File: src/core/flash_host_defs.svh
// Timing counts and command constants for the parallel flash host controller.
`ifndef FLASH_HOST_DEFS_SVH
`define FLASH_HOST_DEFS_SVH
`define CLK_PERIOD_NS        25
`define RESET_PULSE_MIN_NS   500
`define RESET_PULSE_CYC      ((`RESET_PULSE_MIN_NS + `CLK_PERIOD_NS - 1) / `CLK_PERIOD_NS)
`define RESET_READY_MAX_NS   20000
`define RESET_READY_CYC      (`RESET_READY_MAX_NS / `CLK_PERIOD_NS)
`define ADDRESS_ACCESS_NS    70
`define ADDRESS_ACCESS_CYC   ((`ADDRESS_ACCESS_NS + `CLK_PERIOD_NS - 1) / `CLK_PERIOD_NS)
`define PAGE_ACCESS_NS       25
`define PAGE_ACCESS_CYC      ((`PAGE_ACCESS_NS + `CLK_PERIOD_NS - 1) / `CLK_PERIOD_NS)
`define WRITE_PULSE_NS       50
`define WRITE_PULSE_CYC      ((`WRITE_PULSE_NS + `CLK_PERIOD_NS - 1) / `CLK_PERIOD_NS)
`define SUSPEND_MAX_NS       20000
`define SUSPEND_CYC          ((`SUSPEND_MAX_NS + `CLK_PERIOD_NS - 1) / `CLK_PERIOD_NS)
`define CMD_SOFT_RESET       16'h00F0
`define CMD_ERASE_SUSPEND    16'h00B0
`define CMD_ERASE_RESUME     16'h0030
`define PROT_CODE_OPEN       8'h00
`define PROT_CODE_LOCKED     8'h01
`define ID_A9_ROW            2'h2
`endif

File: src/core/flash_host_pkg.sv
// Types shared by the parallel flash host controller.
package flash_host_pkg;
  typedef enum logic [2:0] {
    OP_READ    = 3'b000,
    OP_WRITE   = 3'b001,
    OP_ID_READ = 3'b010,
    OP_SOFT_RST= 3'b011,
    OP_HARD_RST= 3'b100,
    OP_SUSPEND = 3'b101,
    OP_RESUME  = 3'b110
  } op_t;
  typedef enum logic [2:0] {
    ST_IDLE   = 3'b000,
    ST_SETUP  = 3'b001,
    ST_ACCESS = 3'b010,
    ST_WPULSE = 3'b011,
    ST_RSTLOW = 3'b100,
    ST_RSTWAIT= 3'b101,
    ST_HOLD   = 3'b110
  } host_state_t;
endpackage

File: src/core/flash_host.sv
// Host controller that drives an asynchronous parallel NOR flash through its pins.
// What this block does
// - Reads use select and output enable low, write enable high.
// - Reads report the time-limit flag from bit 5; reset is issued only on request.
// - Identification reads raise the high-voltage flag for that one read only.
// - Host issues erase-resume to leave suspended read.
// - Host holds reset low minimum time then waits for ready.
`timescale 1ns/100ps
`default_nettype none
`include "flash_host_defs.svh"
module flash_host
  import flash_host_pkg::*;
#(
  parameter int RESET_READY_CYC = `RESET_READY_CYC,
  parameter int SUSPEND_CYC     = `SUSPEND_CYC
) (
  input  wire logic        SYS_CLK,
  input  wire logic        SYS_RST,
  input  wire logic        REQ_VALID,
  input  wire op_t         REQ_OP,
  input  wire logic [21:0] REQ_ADDR,
  input  wire logic [15:0] REQ_WDATA,
  input  wire logic        REQ_BYTE_MODE,
  input  wire logic        REQ_PROTECT,
  output var  logic        REQ_READY,
  output var  logic        RSP_VALID,
  output var  logic [15:0] RSP_RDATA,
  output var  logic        RSP_TIME_LIMIT,
  output var  logic        RSP_SECTOR_LOCKED,
  output var  logic        SUSPENDED,
  output var  logic [20:0] FLASH_ADDR,
  output var  logic        FLASH_ADDR_LOW,
  output var  logic [15:0] FLASH_DQ_OUT,
  output var  logic        FLASH_DQ_OE,
  input  wire logic [15:0] FLASH_DQ_IN,
  output var  logic        FLASH_CE_N,
  output var  logic        FLASH_OE_N,
  output var  logic        FLASH_WE_N,
  output var  logic        FLASH_RESET_N,
  output var  logic        FLASH_BYTE_N,
  output var  logic        WRITE_PROTECT_ACCEL,
  output var  logic        ID_HIGH_VOLTAGE,
  input  wire logic        READY_BUSY_N
);
  localparam int CW       = 16;
  // Reads wait out the access time plus the two synchroniser stages on the data pins.
  localparam int SYNC_CYC = 2;

  // Refuses wait counts that the cycle counter cannot hold.
  if (RESET_READY_CYC < 1 || RESET_READY_CYC >= (1 << CW)
      || SUSPEND_CYC < 1 || SUSPEND_CYC >= (1 << CW)) begin : g_bad_counts
    $error("flash_host: wait counts must fit the cycle counter");
  end

  typedef struct packed {
    host_state_t state;
    op_t         op;
    logic [CW-1:0] cnt;
    logic        page_valid;
    logic [17:0] page_tag;
    logic        suspended;
    logic        req_ready;
    logic        rsp_valid;
    logic [15:0] rsp_rdata;
    logic        rsp_tlim;
    logic        rsp_lock;
    logic [20:0] addr;
    logic        addr_low;
    logic [15:0] dq_out;
    logic        dq_oe;
    logic        ce_n;
    logic        oe_n;
    logic        we_n;
    logic        reset_n;
    logic        byte_n;
    logic        wp;
    logic        hv;
  } host_t;

  host_t st;
  host_t next_st;
  logic [15:0] dq_sync;
  logic        ready_sync;

  // Cycles to count from a figure, never below one.
  function automatic logic [CW-1:0] cyc(input int n);
    cyc = (n < 1) ? CW'(1) : CW'(n);
  endfunction

  flash_sync2 #(.WIDTH(16)) u_dq_sync (
    .clk  (SYS_CLK),
    .rst  (SYS_RST),
    .din  (FLASH_DQ_IN),
    .dout (dq_sync)
  );
  flash_sync2 #(.WIDTH(1)) u_rb_sync (
    .clk  (SYS_CLK),
    .rst  (SYS_RST),
    .din  (READY_BUSY_N),
    .dout (ready_sync)
  );

  // Next-state logic for the pin sequencer.
  always_comb begin
    next_st = st;
    next_st.rsp_valid = 1'b0;
    unique case (st.state)
      ST_IDLE: begin
        next_st.req_ready = 1'b1;
        next_st.wp = ~REQ_PROTECT;
        if (REQ_VALID && st.req_ready) begin
          next_st.req_ready = 1'b0;
          next_st.op = REQ_OP;
          next_st.byte_n = ~REQ_BYTE_MODE;
          next_st.addr = REQ_ADDR[21:1];
          next_st.addr_low = REQ_ADDR[0];
          next_st.hv = (REQ_OP == OP_ID_READ);
          if (REQ_OP == OP_HARD_RST) begin
            // hold reset low for the minimum pulse.
            next_st.reset_n = 1'b0;
            next_st.page_valid = 1'b0;
            next_st.suspended = 1'b0;
            next_st.cnt = cyc(`RESET_PULSE_CYC);
            next_st.state = ST_RSTLOW;
          end else if (REQ_OP == OP_READ || REQ_OP == OP_ID_READ) begin
            // read strobes; page hit uses shorter time.
            next_st.ce_n = 1'b0;
            next_st.oe_n = 1'b0;
            next_st.we_n = 1'b1;
            next_st.dq_oe = 1'b0;
            if (st.page_valid && !st.ce_n && REQ_OP == OP_READ
                && st.page_tag == REQ_ADDR[21:4]) begin
              next_st.cnt = cyc(`PAGE_ACCESS_CYC + SYNC_CYC);
            end else begin
              next_st.cnt = cyc(`ADDRESS_ACCESS_CYC + SYNC_CYC);
            end
            next_st.page_tag = REQ_ADDR[21:4];
            next_st.page_valid = (REQ_OP == OP_READ);
            next_st.state = ST_ACCESS;
          end else begin
            // address set up before the strobe falls.
            next_st.ce_n = 1'b0;
            next_st.oe_n = 1'b1;
            next_st.we_n = 1'b1;
            next_st.page_valid = 1'b0;
            unique case (REQ_OP)
              OP_SOFT_RST: next_st.dq_out = `CMD_SOFT_RESET;
              OP_SUSPEND:  next_st.dq_out = `CMD_ERASE_SUSPEND;
              OP_RESUME:   next_st.dq_out = `CMD_ERASE_RESUME;
              default:     next_st.dq_out = REQ_WDATA;
            endcase
            next_st.dq_oe = 1'b1;
            next_st.state = ST_SETUP;
          end
        end
      end
      ST_SETUP: begin
        next_st.we_n = 1'b0;
        next_st.cnt = cyc(`WRITE_PULSE_CYC);
        next_st.state = ST_WPULSE;
      end
      ST_WPULSE: begin
        if (st.cnt > CW'(1)) begin
          next_st.cnt = st.cnt - CW'(1);
        end else begin
          // data held past the rising edge.
          next_st.we_n = 1'b1;
          next_st.state = ST_HOLD;
          if (st.op == OP_SUSPEND) begin
            // wait the maximum pause time before suspended reads.
            next_st.cnt = CW'(SUSPEND_CYC);
            next_st.suspended = 1'b1;
          end else begin
            next_st.cnt = CW'(1);
          end
          // resume and soft reset both leave suspended read.
          if (st.op == OP_RESUME || st.op == OP_SOFT_RST) begin
            next_st.suspended = 1'b0;
          end
        end
      end
      ST_HOLD: begin
        next_st.ce_n = 1'b1;
        next_st.dq_oe = 1'b0;
        if (st.cnt > CW'(1)) begin
          next_st.cnt = st.cnt - CW'(1);
        end else begin
          next_st.rsp_valid = 1'b1;
          next_st.state = ST_IDLE;
        end
      end
      ST_ACCESS: begin
        if (st.cnt > CW'(1)) begin
          next_st.cnt = st.cnt - CW'(1);
        end else begin
          next_st.rsp_valid = 1'b1;
          next_st.rsp_rdata = st.byte_n ? dq_sync : {8'h00, dq_sync[7:0]};
          // report the time-limit flag on bit 5.
          next_st.rsp_tlim = dq_sync[5];
          next_st.rsp_lock = (dq_sync[7:0] == `PROT_CODE_LOCKED);
          // release output enable after the sample.
          next_st.oe_n = 1'b1;
          next_st.hv = 1'b0;
          next_st.state = ST_IDLE;
        end
      end
      ST_RSTLOW: begin
        if (st.cnt > CW'(1)) begin
          next_st.cnt = st.cnt - CW'(1);
        end else begin
          next_st.reset_n = 1'b1;
          next_st.cnt = CW'(RESET_READY_CYC);
          next_st.state = ST_RSTWAIT;
        end
      end
      ST_RSTWAIT: begin
        // wait for ready or the maximum ready time.
        if (ready_sync || st.cnt <= CW'(1)) begin
          next_st.rsp_valid = 1'b1;
          next_st.state = ST_IDLE;
        end else begin
          next_st.cnt = st.cnt - CW'(1);
        end
      end
      default: begin
        next_st.state = ST_IDLE;
      end
    endcase
  end

  // Registers the whole state; bus released at reset.
  always_ff @(posedge SYS_CLK) begin
    if (SYS_RST) begin
      st <= '{state: ST_IDLE, op: OP_READ, cnt: '0, page_valid: 1'b0, page_tag: '0,
              suspended: 1'b0, req_ready: 1'b0, rsp_valid: 1'b0, rsp_rdata: '0,
              rsp_tlim: 1'b0, rsp_lock: 1'b0, addr: '0, addr_low: 1'b0, dq_out: '0,
              dq_oe: 1'b0, ce_n: 1'b1, oe_n: 1'b1, we_n: 1'b1, reset_n: 1'b1,
              byte_n: 1'b1, wp: 1'b1, hv: 1'b0};
    end else begin
      st <= next_st;
    end
  end

  assign REQ_READY           = st.req_ready;
  assign RSP_VALID           = st.rsp_valid;
  assign RSP_RDATA           = st.rsp_rdata;
  assign RSP_TIME_LIMIT      = st.rsp_tlim;
  assign RSP_SECTOR_LOCKED   = st.rsp_lock;
  assign SUSPENDED           = st.suspended;
  assign FLASH_ADDR          = st.addr;
  assign FLASH_ADDR_LOW      = st.addr_low;
  assign FLASH_DQ_OUT        = st.dq_out;
  assign FLASH_DQ_OE         = st.dq_oe;
  assign FLASH_CE_N          = st.ce_n;
  assign FLASH_OE_N          = st.oe_n;
  assign FLASH_WE_N          = st.we_n;
  assign FLASH_RESET_N       = st.reset_n;
  assign FLASH_BYTE_N        = st.byte_n;
  assign WRITE_PROTECT_ACCEL = st.wp;
  // elevated A9 level as its own flag.
  assign ID_HIGH_VOLTAGE     = st.hv;
endmodule
`default_nettype wire

File: src/core/flash_sync2.sv
// Two-flop synchroniser for pins that arrive from the flash.
`timescale 1ns/100ps
`default_nettype none
module flash_sync2 #(
  parameter int WIDTH = 1
) (
  input  wire logic             clk,
  input  wire logic             rst,
  input  wire logic [WIDTH-1:0] din,
  output var  logic [WIDTH-1:0] dout
);
  // Refuses an empty synchroniser.
  if (WIDTH < 1) begin : g_bad_width
    $error("flash_sync2: WIDTH must be at least one");
  end
  typedef struct packed {
    logic [WIDTH-1:0] first;
    logic [WIDTH-1:0] second;
  } sync_t;
  sync_t st;
  sync_t next_st;
  // The first stage feeds only the second stage.
  always_comb begin
    next_st.first  = din;
    next_st.second = st.first;
  end
  // Registers both stages; reset clears them.
  always_ff @(posedge clk) begin
    if (rst) begin
      st <= '0;
    end else begin
      st <= next_st;
    end
  end
  assign dout = st.second;
endmodule
`default_nettype wire

File: config.mk
export PLATFORM = sky130hd
export DESIGN_NAME = flash_host
export DESIGN_NICKNAME = d
export VERILOG_FILES = /design/src/core/flash_host_pkg.sv /design/src/core/flash_host.sv /design/src/core/flash_sync2.sv
export VERILOG_INCLUDE_DIRS = /design/src /design/src/core
export SDC_FILE = /design/constraint.sdc
export NUM_CORES = 1
export LEC_CHECK = 0
export BUFFER_PORTS_ARGS = -buffer_cell sky130_fd_sc_hd__clkbuf_2
export CAP_MARGIN = 20
export CORE_ASPECT_RATIO = 0.5
export CORE_UTILIZATION = 37
export DETAILED_ROUTE_END_ITERATION = 7
export PLACE_DENSITY = 0.7
export SLEW_MARGIN = 20
export SYNTH_ARGS = -nofsm -noshare
export SYNTH_HDL_FRONTEND = slang
export SYNTH_SLANG_ARGS = --single-unit
File: constraint.sdc
create_clock -name SYS_CLK -period 2.75 [get_ports SYS_CLK]
set_input_delay 0.1375 -clock SYS_CLK [delete_from_list [all_inputs] [get_ports SYS_CLK]]
set_output_delay 0.1375 -clock SYS_CLK [all_outputs]
set_load 0.02 [all_outputs]
==> impl_metrics.json <==
{
  "status": "finished, final reports clean",
  "p_int_mw": 3.69,
  "cts_resized": 0,
  "required_ns": 3.04,
  "postPlaceCellArea_mm2": 0.00663,
  "drive_above_1_share": 0.214,
  "slew-limit-headroom": 0.564,
  "netlist_instances": 743,
  "setup_tns_ns": 0,
  "cts_tree": "built",
  "io_buffers": 129,
  "vias_per_cell": 4.90,
  "clock_power_share": 0.430,
  "die_w_um": 185,
  "grt-ovfl-total": 0,
  "maxSlewViolCount": 0,
  "coreArea_mm2": 0.0159,
  "routed_wl_um": 15000,
  "p_per_area_mw_per_mm2": 662,
  "syn_nets": 808,
  "final.min_clock_period_ns": 2.43,
  "sequentialPowerShare": 0.428,
  "fmax_mhz": 411,
  "post_drt_wl_per_cell_um": 13.7,
  "clkSinkCount": 141,
  "rsz0062_at_grt": "false",
  "grt_pass1_vias": 5108,
  "cts_buffers": 17,
  "ir_drop_mv": 0.374,
  "setup_viol": 0,
  "synth_top_area_cell": "dfxtp_1",
  "utilization": 0.487,
  "final_area_mm2": 0.00772,
  "n_fill_cell": 1549,
  "start_util": 0.389,
  "ys_async_sr_fraction": 0,
  "total_power_mw": 5.11,
  "grt_antenna_before_repair": 0,
  "dp_cells": 1009,
  "syn_to_final_growth_pct": 25.1,
  "syn_area_mm2": 0.00617,
  "clock_latency_ns": 0.41,
  "post-place-ws_ns": 0.350,
  "grt_pass1_wl_um": 24400,
  "seq_area_frac_synth": 0.457,
  "layout_setup_ws_ns": 0.316,
  "dr.pass1.iters": 5,
  "hp-class": "input port to flip-flop",
  "cts_setup_buffers": 0,
  "drtIter0Drc": 365,
  "synthTopCellsByArea": "dfxtp_1 46%, nand2_1 8.4%, buf_4 6.8%",
  "drv_cap": 0,
  "finalHoldViolations": 0,
  "setup.worst_path.start_class": "flip-flop",
  "stdcell_count": 1094,
  "synth_edf_count": 0,
  "h-tree-depth": 4,
  "antenna_cells": 0,
  "dpl.hpwl_um": 9820,
  "yosysMostFrequentCell": "dfxtp_1",
  "grt_start_max_net_pins": 51,
  "die-area_mm2": 0.0172,
  "worst_pin_slew_ns": 0.648,
  "synth_cell_types": 60,
  "place_congestion": 0.884,
  "synth_top_area_frac": 0.457,
  "period_share": 0.885,
  "chipHeight_um": 93.3,
  "hold_buffers": 53,
  "netlist_top_cells_count": "141 x dfxtp_1, 138 x nand2_1, 83 x a21oi_1",
  "rows": 32,
  "clock_path_buffers": 2,
  "synthFlopType": "dfxtp_1",
  "worst_clock_skew_ns": 0.0114,
  "clkTransAtPathRegs_ns": 0.06,
  "holdWs_ns": 0.0449,
  "synth_seq_cells": 141,
  "grt_util_all_layers": 0.180,
  "yosysWarnings": 0,
  "post-route-drc-count": 0,
  "cts_root_buffer": "clkbuf_16",
  "power_leakage_nw": 3.12,
  "avgSynthCellArea_um2": 8.31,
  "cp.arrival_ns": 2.72,
  "vias": 5364,
  "nNetsFinal": 925,
  "endpoint_kind": "flip-flop",
  "p_switching_mw": 1.42,
  "ios": 130,
  "p_sw_frac": 0.277,
  "comb_power_share": 0.143,
  "antenna_left": 0,
  "worstSetupPathType": "flip-flop to flip-flop",
  "worst-path-max-fanout": 12
}
==> power by group through the flow <==
stage	combinational, mW	sequential, mW	clock (mW)
2_1_floorplan	0.502	2.23	0
3_3_place_gp	0.650	2.23	0
3_5_place_dp	0.657	2.23	0
4_1_cts	0.720	2.18	2.25
5_1_grt	0.803	2.19	2.36
6_report	0.729	2.19	2.20
==> cell families after synthesis <==
logic type | after synthesis | synth area share
adder cells (fa/ha/maj) | 2 | 0.00405
AO/OA/AOI/OAI | 151 | 0.150
XOR/XNOR | 31 | 0.0440
flip-flops | 141 | 0.457
multiplexers | 3 | 0.00567
buffers and inverters | 108 | 0.102
AND/OR/NAND/NOR | 307 | 0.237
==> path summary, 6_finish.rpt <==
check,start,end,slack [ns],depth (start not counted)
min reg2reg,u_dq_sync.next_st[4]$_SDFF_PP0_,u_dq_sync.dout[4]$_SDFF_PP0_,0.43,1
max,st[96]$_SDFFE_PP0P_,st[88]$_SDFFE_PP0P_,0.32,6
min,REQ_PROTECT,WRITE_PROTECT_ACCEL$_SDFFE_PP1P_,0.04,3
max reg2reg,st[96]$_SDFFE_PP0P_,st[88]$_SDFFE_PP0P_,0.32,6
==> routing by layer <==
layer  vias up  part of all wire  GRT usage
met4         0             0.016     0.0647
met1      2484              0.46      0.230
li1       2693                 -          -
met5         -                 0          0
met2       164              0.47      0.299
met3        23             0.048     0.0421
==> cell usage in the layout (no fill, tap or decap), types with 9 or more instances in the layout <==
cell           instances
xnor2_1                9
dfxtp_1              141
dlygate4sd3_1         53
a22oi_1               14
clkbuf_16             17
nor2b_1               39
nor3_1                 9
nor2_1                56
nand3_1               18
buf_4                 17
nand2_1              138
xor2_1                22
clkbuf_2             128
a21oi_1               83
==> registers in the layout, indices dropped and copies added, names as in the netlist, 16 cells and up <==
register / flops
FLASH_ADDR: 21
FLASH_DQ_OUT: 16
RSP_RDATA: 16
st: 41
u_dq_sync.dout: 16
u_dq_sync.next_st: 16
==> final cells by class <==
cell class                      count  area, µm²  area share
Inverter                            8       30.0     0.00389
Clock buffer                       18        429      0.0556
Timing Repair Buffer              198       1300       0.168
Sequential cell                   141       2820       0.366
Multi-Input combinational cell    494       2730       0.354
Clock inverter                     14        133      0.0172
Tap cell                          221        277      0.0358
==> critical path: stages, from the launching register on <==
cell and delay (ns):
dfxtp_1 0.35, or4_4 0.57, nor4_4 0.30, buf_4 0.23, nand3_2 0.23, and2_1 0.29
a221o_1 0.34
Note: power is estimated with default switching activity, not from simulation.
